$ cat src/include/cwlo_map.svh
// Register offsets, field positions, reset values and codes of the LO divider
`ifndef CWLO_MAP_SVH
`define CWLO_MAP_SVH
// ==========================================================================
// Register indices (byte address is four times the index)
`define CWLO_IDX_PHASE 10'h02d
`define CWLO_IDX_LO_CFG 10'h02e
`define CWLO_IDX_CHAN_SEL 10'h005
`define CWLO_IDX_STATUS 10'h006
// ==========================================================================
// Field positions
`define CWLO_DIV_MSB 2
`define CWLO_DIV_LSB 0
`define CWLO_EDGE_BIT 3
`define CWLO_PHASE_MSB 3
`define CWLO_PHASE_LSB 0
`define CWLO_CHAN_MSB 2
`define CWLO_CHAN_LSB 0
`define CWLO_STAT_INVALID_BIT 0
`define CWLO_STAT_SYNCED_BIT 1
// ==========================================================================
// Divide codes and reset values
`define CWLO_DIV_CODE_4 3'h0
`define CWLO_DIV_CODE_8 3'h1
`define CWLO_DIV_CODE_16 3'h2
`define CWLO_CFG_RESET 4'h0
`define CWLO_PHASE_RESET 4'h0
`define CWLO_CHANNELS 8
`endif

$ cat src/include/cwlo_pkg.sv
// Types shared by the LO divider block
package cwlo_pkg;
  // ==========================================================================
  // Divide ratio M in LO input cycles
  typedef enum logic [4:0]
  {
    CWLO_DIV_FOUR = 5'h04,
    CWLO_DIV_EIGHT = 5'h08,
    CWLO_DIV_SIXTEEN = 5'h10
  } cwlo_div_type;
  // ==========================================================================
  // LO configuration carried as one unit
  typedef struct packed
  {
    logic falling_edge_sel;
    logic [2:0] div_code;
  } cwlo_cfg_type;
endpackage

$ cat src/design/cwlo_divider.sv
// Quadrature LO divider with phase rotation and synchronous divider reset
`timescale 1ns/10ps
`include "cwlo_map.svh"
// What this block does
// - Generate 0 and 90 degree LO by dividing the LO input by 4, 8 or 16.
// - Divide ratio comes from bits 2 to 0 of LO configuration register.
// - Every channel owns a sixteen-step phase shifter of 22.5 degrees per step.
// - Final LO phase flip-flops update only on LO input edges, no added jitter.
// - Reset input edge forces every channel divider into one defined state.
// - Configuration bit selects rising or falling LO edge for reset sampling.
// - Four-bit phase code times 22.5 degrees; odd codes invalid in divide by 4.
module cwlo_divider
  import cwlo_pkg::*;
(
  // Clock and reset
  input wire logic i_core_clk,
  input wire logic i_reset_n,
  // Classic Wishbone slave
  input wire logic i_wb_cyc,
  input wire logic i_wb_stb,
  input wire logic i_wb_we,
  input wire logic [11:0] i_wb_adr,
  input wire logic [3:0] i_wb_sel,
  input wire logic [31:0] i_wb_dat,
  output logic [31:0] o_wb_dat,
  output logic o_wb_ack,
  // LO and divider reset pins
  input wire logic i_multi_lo_clock_in,
  input wire logic i_lo_div_reset,
  // Quadrature LO phases per channel
  output logic [`CWLO_CHANNELS-1:0] o_lo_i,
  output logic [`CWLO_CHANNELS-1:0] o_lo_q
);
  localparam int NCH = `CWLO_CHANNELS;
  // ==========================================================================
  // Pin synchronisers
  logic [2:0] lo_sync_reg;
  logic [2:0] lo_sync_next;
  logic [1:0] rst_sync_reg;
  logic [1:0] rst_sync_next;
  logic lo_rise;
  logic lo_fall;
  logic lo_edge;
  always_comb
  begin
    lo_sync_next = {lo_sync_reg[1:0], i_multi_lo_clock_in};
    rst_sync_next = {rst_sync_reg[0], i_lo_div_reset};
  end
  always_ff @(posedge i_core_clk)
  begin
    if (!i_reset_n)
    begin
      lo_sync_reg <= 3'h0;
      rst_sync_reg <= 2'h0;
    end
    else
    begin
      lo_sync_reg <= lo_sync_next;
      rst_sync_reg <= rst_sync_next;
    end
  end
  assign lo_rise = lo_sync_reg[1] & ~lo_sync_reg[2];
  assign lo_fall = ~lo_sync_reg[1] & lo_sync_reg[2];
  assign lo_edge = lo_rise | lo_fall;
  // ==========================================================================
  // Registers
  cwlo_cfg_type cfg_reg;
  cwlo_cfg_type cfg_next;
  logic [3:0] phase_reg [NCH];
  logic [3:0] phase_next [NCH];
  logic [2:0] chan_reg;
  logic [2:0] chan_next;
  logic synced_reg;
  logic synced_next;
  logic [31:0] rdat_reg;
  logic [31:0] rdat_next;
  logic ack_reg;
  logic ack_next;
  logic bus_req;
  logic bus_wr;
  logic [9:0] bus_idx;
  logic invalid_sel;
  logic rst_edge;
  cwlo_div_type div_m;
  assign bus_req = i_wb_cyc & i_wb_stb & ~ack_reg;
  assign bus_wr = bus_req & i_wb_we & i_wb_sel[0];
  assign bus_idx = i_wb_adr[11:2];
  // Divide ratio decode; unlisted codes fall back to divide by 16
  always_comb
  begin
    unique case (cfg_reg.div_code)
      `CWLO_DIV_CODE_4: div_m = CWLO_DIV_FOUR;
      `CWLO_DIV_CODE_8: div_m = CWLO_DIV_EIGHT;
      default: div_m = CWLO_DIV_SIXTEEN;
    endcase
  end
  assign invalid_sel = (div_m == CWLO_DIV_FOUR) && phase_reg[chan_reg][0];
  always_comb
  begin
    cfg_next = cfg_reg;
    phase_next = phase_reg;
    chan_next = chan_reg;
    synced_next = synced_reg;
    rdat_next = 32'h0;
    ack_next = bus_req;
    if (bus_wr)
    begin
      if (bus_idx == `CWLO_IDX_LO_CFG)
      begin
        cfg_next = i_wb_dat[`CWLO_EDGE_BIT:`CWLO_DIV_LSB];
      end
      if (bus_idx == `CWLO_IDX_PHASE)
      begin
        phase_next[chan_reg] = i_wb_dat[`CWLO_PHASE_MSB:`CWLO_PHASE_LSB];
      end
      if (bus_idx == `CWLO_IDX_CHAN_SEL)
      begin
        chan_next = i_wb_dat[`CWLO_CHAN_MSB:`CWLO_CHAN_LSB];
      end
      if (bus_idx == `CWLO_IDX_STATUS && i_wb_dat[`CWLO_STAT_SYNCED_BIT])
      begin
        synced_next = 1'b0;
      end
    end
    // Set wins over a clear in the same cycle
    if (rst_edge)
    begin
      synced_next = 1'b1;
    end
    if (bus_req && !i_wb_we)
    begin
      unique case (bus_idx)
        `CWLO_IDX_LO_CFG: rdat_next = {28'h0, cfg_reg};
        `CWLO_IDX_PHASE: rdat_next = {28'h0, phase_reg[chan_reg]};
        `CWLO_IDX_CHAN_SEL: rdat_next = {29'h0, chan_reg};
        `CWLO_IDX_STATUS: rdat_next = {30'h0, synced_reg, invalid_sel};
        default: rdat_next = 32'h0;
      endcase
    end
  end
  always_ff @(posedge i_core_clk)
  begin
    if (!i_reset_n)
    begin
      cfg_reg <= `CWLO_CFG_RESET;
      for (int c = 0; c < NCH; c++)
      begin
        phase_reg[c] <= `CWLO_PHASE_RESET;
      end
      chan_reg <= 3'h0;
      synced_reg <= 1'b0;
      rdat_reg <= 32'h0;
      ack_reg <= 1'b0;
    end
    else
    begin
      cfg_reg <= cfg_next;
      phase_reg <= phase_next;
      chan_reg <= chan_next;
      synced_reg <= synced_next;
      rdat_reg <= rdat_next;
      ack_reg <= ack_next;
    end
  end
  assign o_wb_dat = rdat_reg;
  assign o_wb_ack = ack_reg;
  // ==========================================================================
  // Divider reset sampling on the selected LO edge
  logic rst_smp_reg;
  logic rst_smp_next;
  logic smp_edge;
  assign smp_edge = cfg_reg.falling_edge_sel ? lo_fall : lo_rise;
  always_comb
  begin
    rst_smp_next = smp_edge ? rst_sync_reg[1] : rst_smp_reg;
  end
  // Only a low to high step resets, so a reset held high realigns once and then lets the dividers run
  assign rst_edge = smp_edge & rst_sync_reg[1] & ~rst_smp_reg;
  always_ff @(posedge i_core_clk)
  begin
    if (!i_reset_n)
    begin
      rst_smp_reg <= 1'b0;
    end
    else
    begin
      rst_smp_reg <= rst_smp_next;
    end
  end
  // ==========================================================================
  // Per-channel dividers, counting both LO edges (period 2M half cycles)
  logic [4:0] cnt_reg [NCH];
  logic [4:0] cnt_next [NCH];
  logic [NCH-1:0] lo_i_reg;
  logic [NCH-1:0] lo_i_next;
  logic [NCH-1:0] lo_q_reg;
  logic [NCH-1:0] lo_q_next;
  logic [5:0] period;
  logic [5:0] half;
  logic [5:0] quarter;
  assign half = {1'b0, div_m};
  assign period = {div_m, 1'b0};
  assign quarter = {2'h0, div_m[4:1]};
  always_comb
  begin
    logic [5:0] offs;
    logic [5:0] inc;
    logic [5:0] qpos;
    offs = 6'h0;
    inc = 6'h0;
    qpos = 6'h0;
    cnt_next = cnt_reg;
    lo_i_next = lo_i_reg;
    lo_q_next = lo_q_reg;
    for (int c = 0; c < NCH; c++)
    begin
      // Offset is code times 2M/16 half cycles; odd codes round down in divide by 4
      unique case (div_m)
        CWLO_DIV_FOUR: offs = {3'h0, phase_reg[c][3:1]};
        CWLO_DIV_EIGHT: offs = {2'h0, phase_reg[c]};
        default: offs = {1'b0, phase_reg[c], 1'b0};
      endcase
      inc = {1'b0, cnt_reg[c]} + 6'h1;
      if (rst_edge)
      begin
        cnt_next[c] = offs[4:0];
      end
      else if (lo_edge)
      begin
        cnt_next[c] = (inc >= period) ? 5'h0 : inc[4:0];
      end
      qpos = ({1'b0, cnt_next[c]} >= quarter) ? ({1'b0, cnt_next[c]} - quarter)
                                              : ({1'b0, cnt_next[c]} + period - quarter);
      // Phase flops load only on LO edges so divider logic adds no timing spread
      if (lo_edge)
      begin
        lo_i_next[c] = ({1'b0, cnt_next[c]} < half);
        lo_q_next[c] = (qpos < half);
      end
    end
  end
  always_ff @(posedge i_core_clk)
  begin
    if (!i_reset_n)
    begin
      for (int c = 0; c < NCH; c++)
      begin
        cnt_reg[c] <= 5'h0;
      end
      lo_i_reg <= '0;
      lo_q_reg <= '0;
    end
    else
    begin
      cnt_reg <= cnt_next;
      lo_i_reg <= lo_i_next;
      lo_q_reg <= lo_q_next;
    end
  end
  assign o_lo_i = lo_i_reg;
  assign o_lo_q = lo_q_reg;
endmodule // cwlo_divider

$ cat config.mk
export PLATFORM = sky130hd
export DESIGN_NAME = cwlo_divider
export DESIGN_NICKNAME = d
export VERILOG_FILES = /design/src/include/cwlo_pkg.sv /design/src/design/cwlo_divider.sv
export VERILOG_INCLUDE_DIRS = /design/src /design/src/include
export SDC_FILE = /design/constraint.sdc
export NUM_CORES = 1
export LEC_CHECK = 0
export BUFFER_PORTS_ARGS = -buffer_cell sky130_fd_sc_hd__buf_4
export CORE_UTILIZATION = 30
export CTS_CLUSTER_DIAMETER = 120
export DETAILED_ROUTE_END_ITERATION = 10
export GPL_ROUTABILITY_DRIVEN = 0
export PLACE_DENSITY = 0.54
export SLEW_MARGIN = 20
export SYNTH_ARGS = -nofsm -noshare
export SYNTH_HDL_FRONTEND = slang
export SYNTH_SLANG_ARGS = --single-unit
$ cat constraint.sdc
create_clock -name i_core_clk -period 6.6 [get_ports i_core_clk]
set_clock_uncertainty 0.05 [all_clocks]
set_input_delay 0.33 -clock i_core_clk [delete_from_list [all_inputs] [get_ports i_core_clk]]
set_output_delay 0.33 -clock i_core_clk [all_outputs]
set_load 0.02 [all_outputs]
==> metrics.md <==
| Metric | Value |
|---|---|
| CTS tree | built |
| Most frequent cell after synthesis | ha_1 |
| Sequential share of power | 40.3% |
| Worst R2R Setup Slack | 0.77 ns |
| HP Class | in -> reg |
| NetSw | 0.0005802 W |
| Cell Area, Synth | 10520 um^2 |
| Clk_lat worst skew | 0.38 ns |
| Port Buffers | 42 |
| Longest Clk Path Bufs | 2 |
| Antenna viol nets, final | 0 |
| Nets@finish | 1553 |
| Share of flip-flops with an asynchronous set or reset | 0% |
| Setup TNS | 0 ns |
| Ports | 104 |
| Hold_buf cts | 0 |
| Clk root buf | clkbuf_16 |
| Total CTS buffers | 9 |
| Initial antenna violation count | 0 |
| Hold depth | 2 |
| CP max FO | 8 |
| # placed instances | 1793 |
| Critical path required time | 6.85 ns |
| FILL cells | 3746 |
| GRT Total Usage | 17.63% |
| Max-slew violation count | 0 |
| Die area | 35810 um^2 |
| First-pass GRT wire length | 50060 um |
| Area post-placement | 11140 um^2 |
| PwrDens | 149.3 nW/um^2 |
| Peak supply drop | 146.9 uV |
| Fin crit share | 88.33% |
| Data arrival, critical path | 6.08 ns |
| HP Start | i_wb_we |
| Post-cts sizing count | 0 |
| Max FFs per register | 40 |
| R2R cell count | 23 |
| Combinational power share | 26.0% |
| Ys flop type | dfxtp_1 |
| Core area | 34540 um^2 |
| Gate Count Post-Synth | 1348 |
| Final Instance Area | 11450 um^2 |
| Switching share of power | 33.94% |
| Starting Density | 30.44% |
| Max-Cap Viols | 0 |
| Layout cells sized above 1 | 8.346% |
| Clk pwr share | 33.7% |
| Vias in the first global route | 9250 |
| RSZ-0062 raised after global routing | no |
| R2R Path Start | cfg_reg[0]$_SDFFE_PN0P_ |
| Setup bufs post-CTS | 0 |
| Seq cells post-synth | 107 |
| Overflow left after global routing | 0 |
| Cell-internal power | 0.001129 W |
| Clock Sinks | 107 |
| Synthesis Warnings | 0 |
| # rows | 68 |
| Die H | 189.2 um |
| WHS | 0.08614 ns |
| Area contributors post-synth | dfxtp_1, ha_1, a21oi_1, nand2_1, nor2_1 |
| Via count | 9585 |
| Worst slew pin tran | 1.021 ns |
| Area Growth Syn to Fin | 8.840% |
| Post-route minimum period | 5.830 ns |
| Synth top cells by count | ha_1, nand2_1, a21oi_1 |
| Mean routed wirelength per cell | 17.16 um |
| Maximum clock frequency | 0.1715 GHz |
| Hold endpoint | o_wb_dat[0]$_SDFF_PN0_ |
| Worst setup EP type | register |
| Mean Syn Cell Area | 7.801 um^2 |
| Post-route insts no fill | 1809 |
| Worst R2R End | o_lo_q[3]$_SDFFE_PN0N_ |
| LEAKAGE | 4.656 nW |
| Slew HR | 31.94% |
| HPWL after DPL | 21890 um |
| Final setup viols | 0 |
| Netlist cell types | 85 |
| Register area share after synthesis | 20.37% |
| 1st-iter DRT viols | 640 |
| Kind of critical path | reg -> reg |
| Die width | 189.2 um |
| N_diodes | 0 |
| Outcome | finished, final reports clean |
| Clock-pin slew on the worst setup and hold paths | 0.08 ns |
| Final Hold Vio Count | 0 |
| Area share of the largest cell type after synthesis | 20.37% |
| First drt pass iteration count | 5 |
| Yosys top cell by area | dfxtp_1 |
| H-tree depth | 3 |
| Startpoint Class | register |
| Routed wire length | 31040 um |
| Largest net degree at the start of global routing | 76 |
| Post-synth EDFFs | 0 |
| Drc violations | 0 |
| Routed vias/inst | 5.299 |
==> logic make-up (layout without fill, tap and decap cells) <==
family | Yosys count | after routing | share of synthesized area, %
AO/OA/AOI/OAI | 350 | 350 | 21.83
buffers and inverters | 162 | 141 | 7.055
other | 1 | 28 | 0.03566
adder cells (fa/ha/maj) | 157 | 157 | 19.06
AND/OR/NAND/NOR | 458 | 458 | 21.00
XOR/XNOR | 74 | 74 | 6.163
multiplexers | 39 | 39 | 4.485
flip-flops | 107 | 107 | 20.37
==> worst max path at each step <==
stage / from / endpoint / slack, ns
after floorplan: cfg_reg[1]$_SDFFE_PN0P_ / o_lo_q[2]$_SDFFE_PN0N_ / 0.87
after global routing: cfg_reg[0]$_SDFFE_PN0P_ / o_lo_q[3]$_SDFFE_PN0N_ / 0.28
after global placement: cfg_reg[0]$_SDFFE_PN0P_ / o_lo_q[3]$_SDFFE_PN0N_ / 0.88
after CTS: cfg_reg[0]$_SDFFE_PN0P_ / o_lo_q[3]$_SDFFE_PN0N_ / 0.74
final: cfg_reg[0]$_SDFFE_PN0P_ / o_lo_q[3]$_SDFFE_PN0N_ / 0.77
after detailed placement: cfg_reg[0]$_SDFFE_PN0P_ / o_lo_q[3]$_SDFFE_PN0N_ / 0.77
==> stage by stage <==
stage          total power (W)  setup WS, ns  utilization, %
3_5_place_dp          0.001150        0.7692           32.26
5_1_grt               0.001816        0.2835           33.14
4_1_cts               0.001727        0.7427           33.14
6_report              0.001709        0.7701           33.14
2_1_floorplan         0.001059        0.8662               -
3_3_place_gp          0.001145        0.8826           32.26
==> cells in the final DEF (no fill, tap or decap), types with 39 or more instances in the layout <==
master / instances
ha_1: 139
nand2_1: 125
a21oi_1: 124
nor2_1: 109
dfxtp_1: 107
nand3_1: 70
inv_1: 64
buf_4: 58
o21ai_0: 52
xnor2_1: 39
==> worst max-delay path, cell delays in order (launching register included) <==
cell	delay, ns
dfxtp_1	0.35
or3_1	0.45
ha_1	0.22
or4_1	0.45
inv_1	0.11
buf_4	0.24
ha_1	0.26
and3_1	0.14
a221oi_1	0.44
o21ai_0	0.18
a21oi_1	0.35
and3_1	0.21
a221oi_1	0.05
a21oi_1	0.30
ha_1	0.37
maj3_1	0.37
a21oi_1	0.19
xnor2_1	0.15
a41oi_1	0.06
or3_1	0.32
nand2_1	0.07
ha_1	0.22
nand2_1	0.06
a2bb2oi_1	0.15
==> power by group through the flow <==
stage	sequential, W	clock, W	combinational (W)
after floorplan	0.000708	0	0.000351
after global placement	0.000703	0	0.000441
after detailed placement	0.000704	0	0.000446
after CTS	0.000689	0.000589	0.000449
after global routing	0.000692	0.000615	0.000508
final	0.000689	0.000576	0.000445
==> layout make-up <==
cell class                 instances  area [um^2]  area share (%)
inverter                          67        251.5           2.197
multi-input combinational       1106         7744           67.65
timing repair buffer              58        435.4           3.804
clock buffer                       9        225.2           1.968
clock inverter                     7        78.83          0.6887
tap                              455        569.3           4.974
sequential                       107         2142           18.71
==> layer usage <==
metal  global-route usage (%)  up-vias  part of all wire (%)
met5                        0        -                     0
met4                    5.087        0                   2.2
met3                    2.484       38                   4.2
met2                    29.93      218                    46
met1                    23.09     4541                    47
li1                         -     4788                     -
No activity file was read; power rests on OpenSTA's default activity.
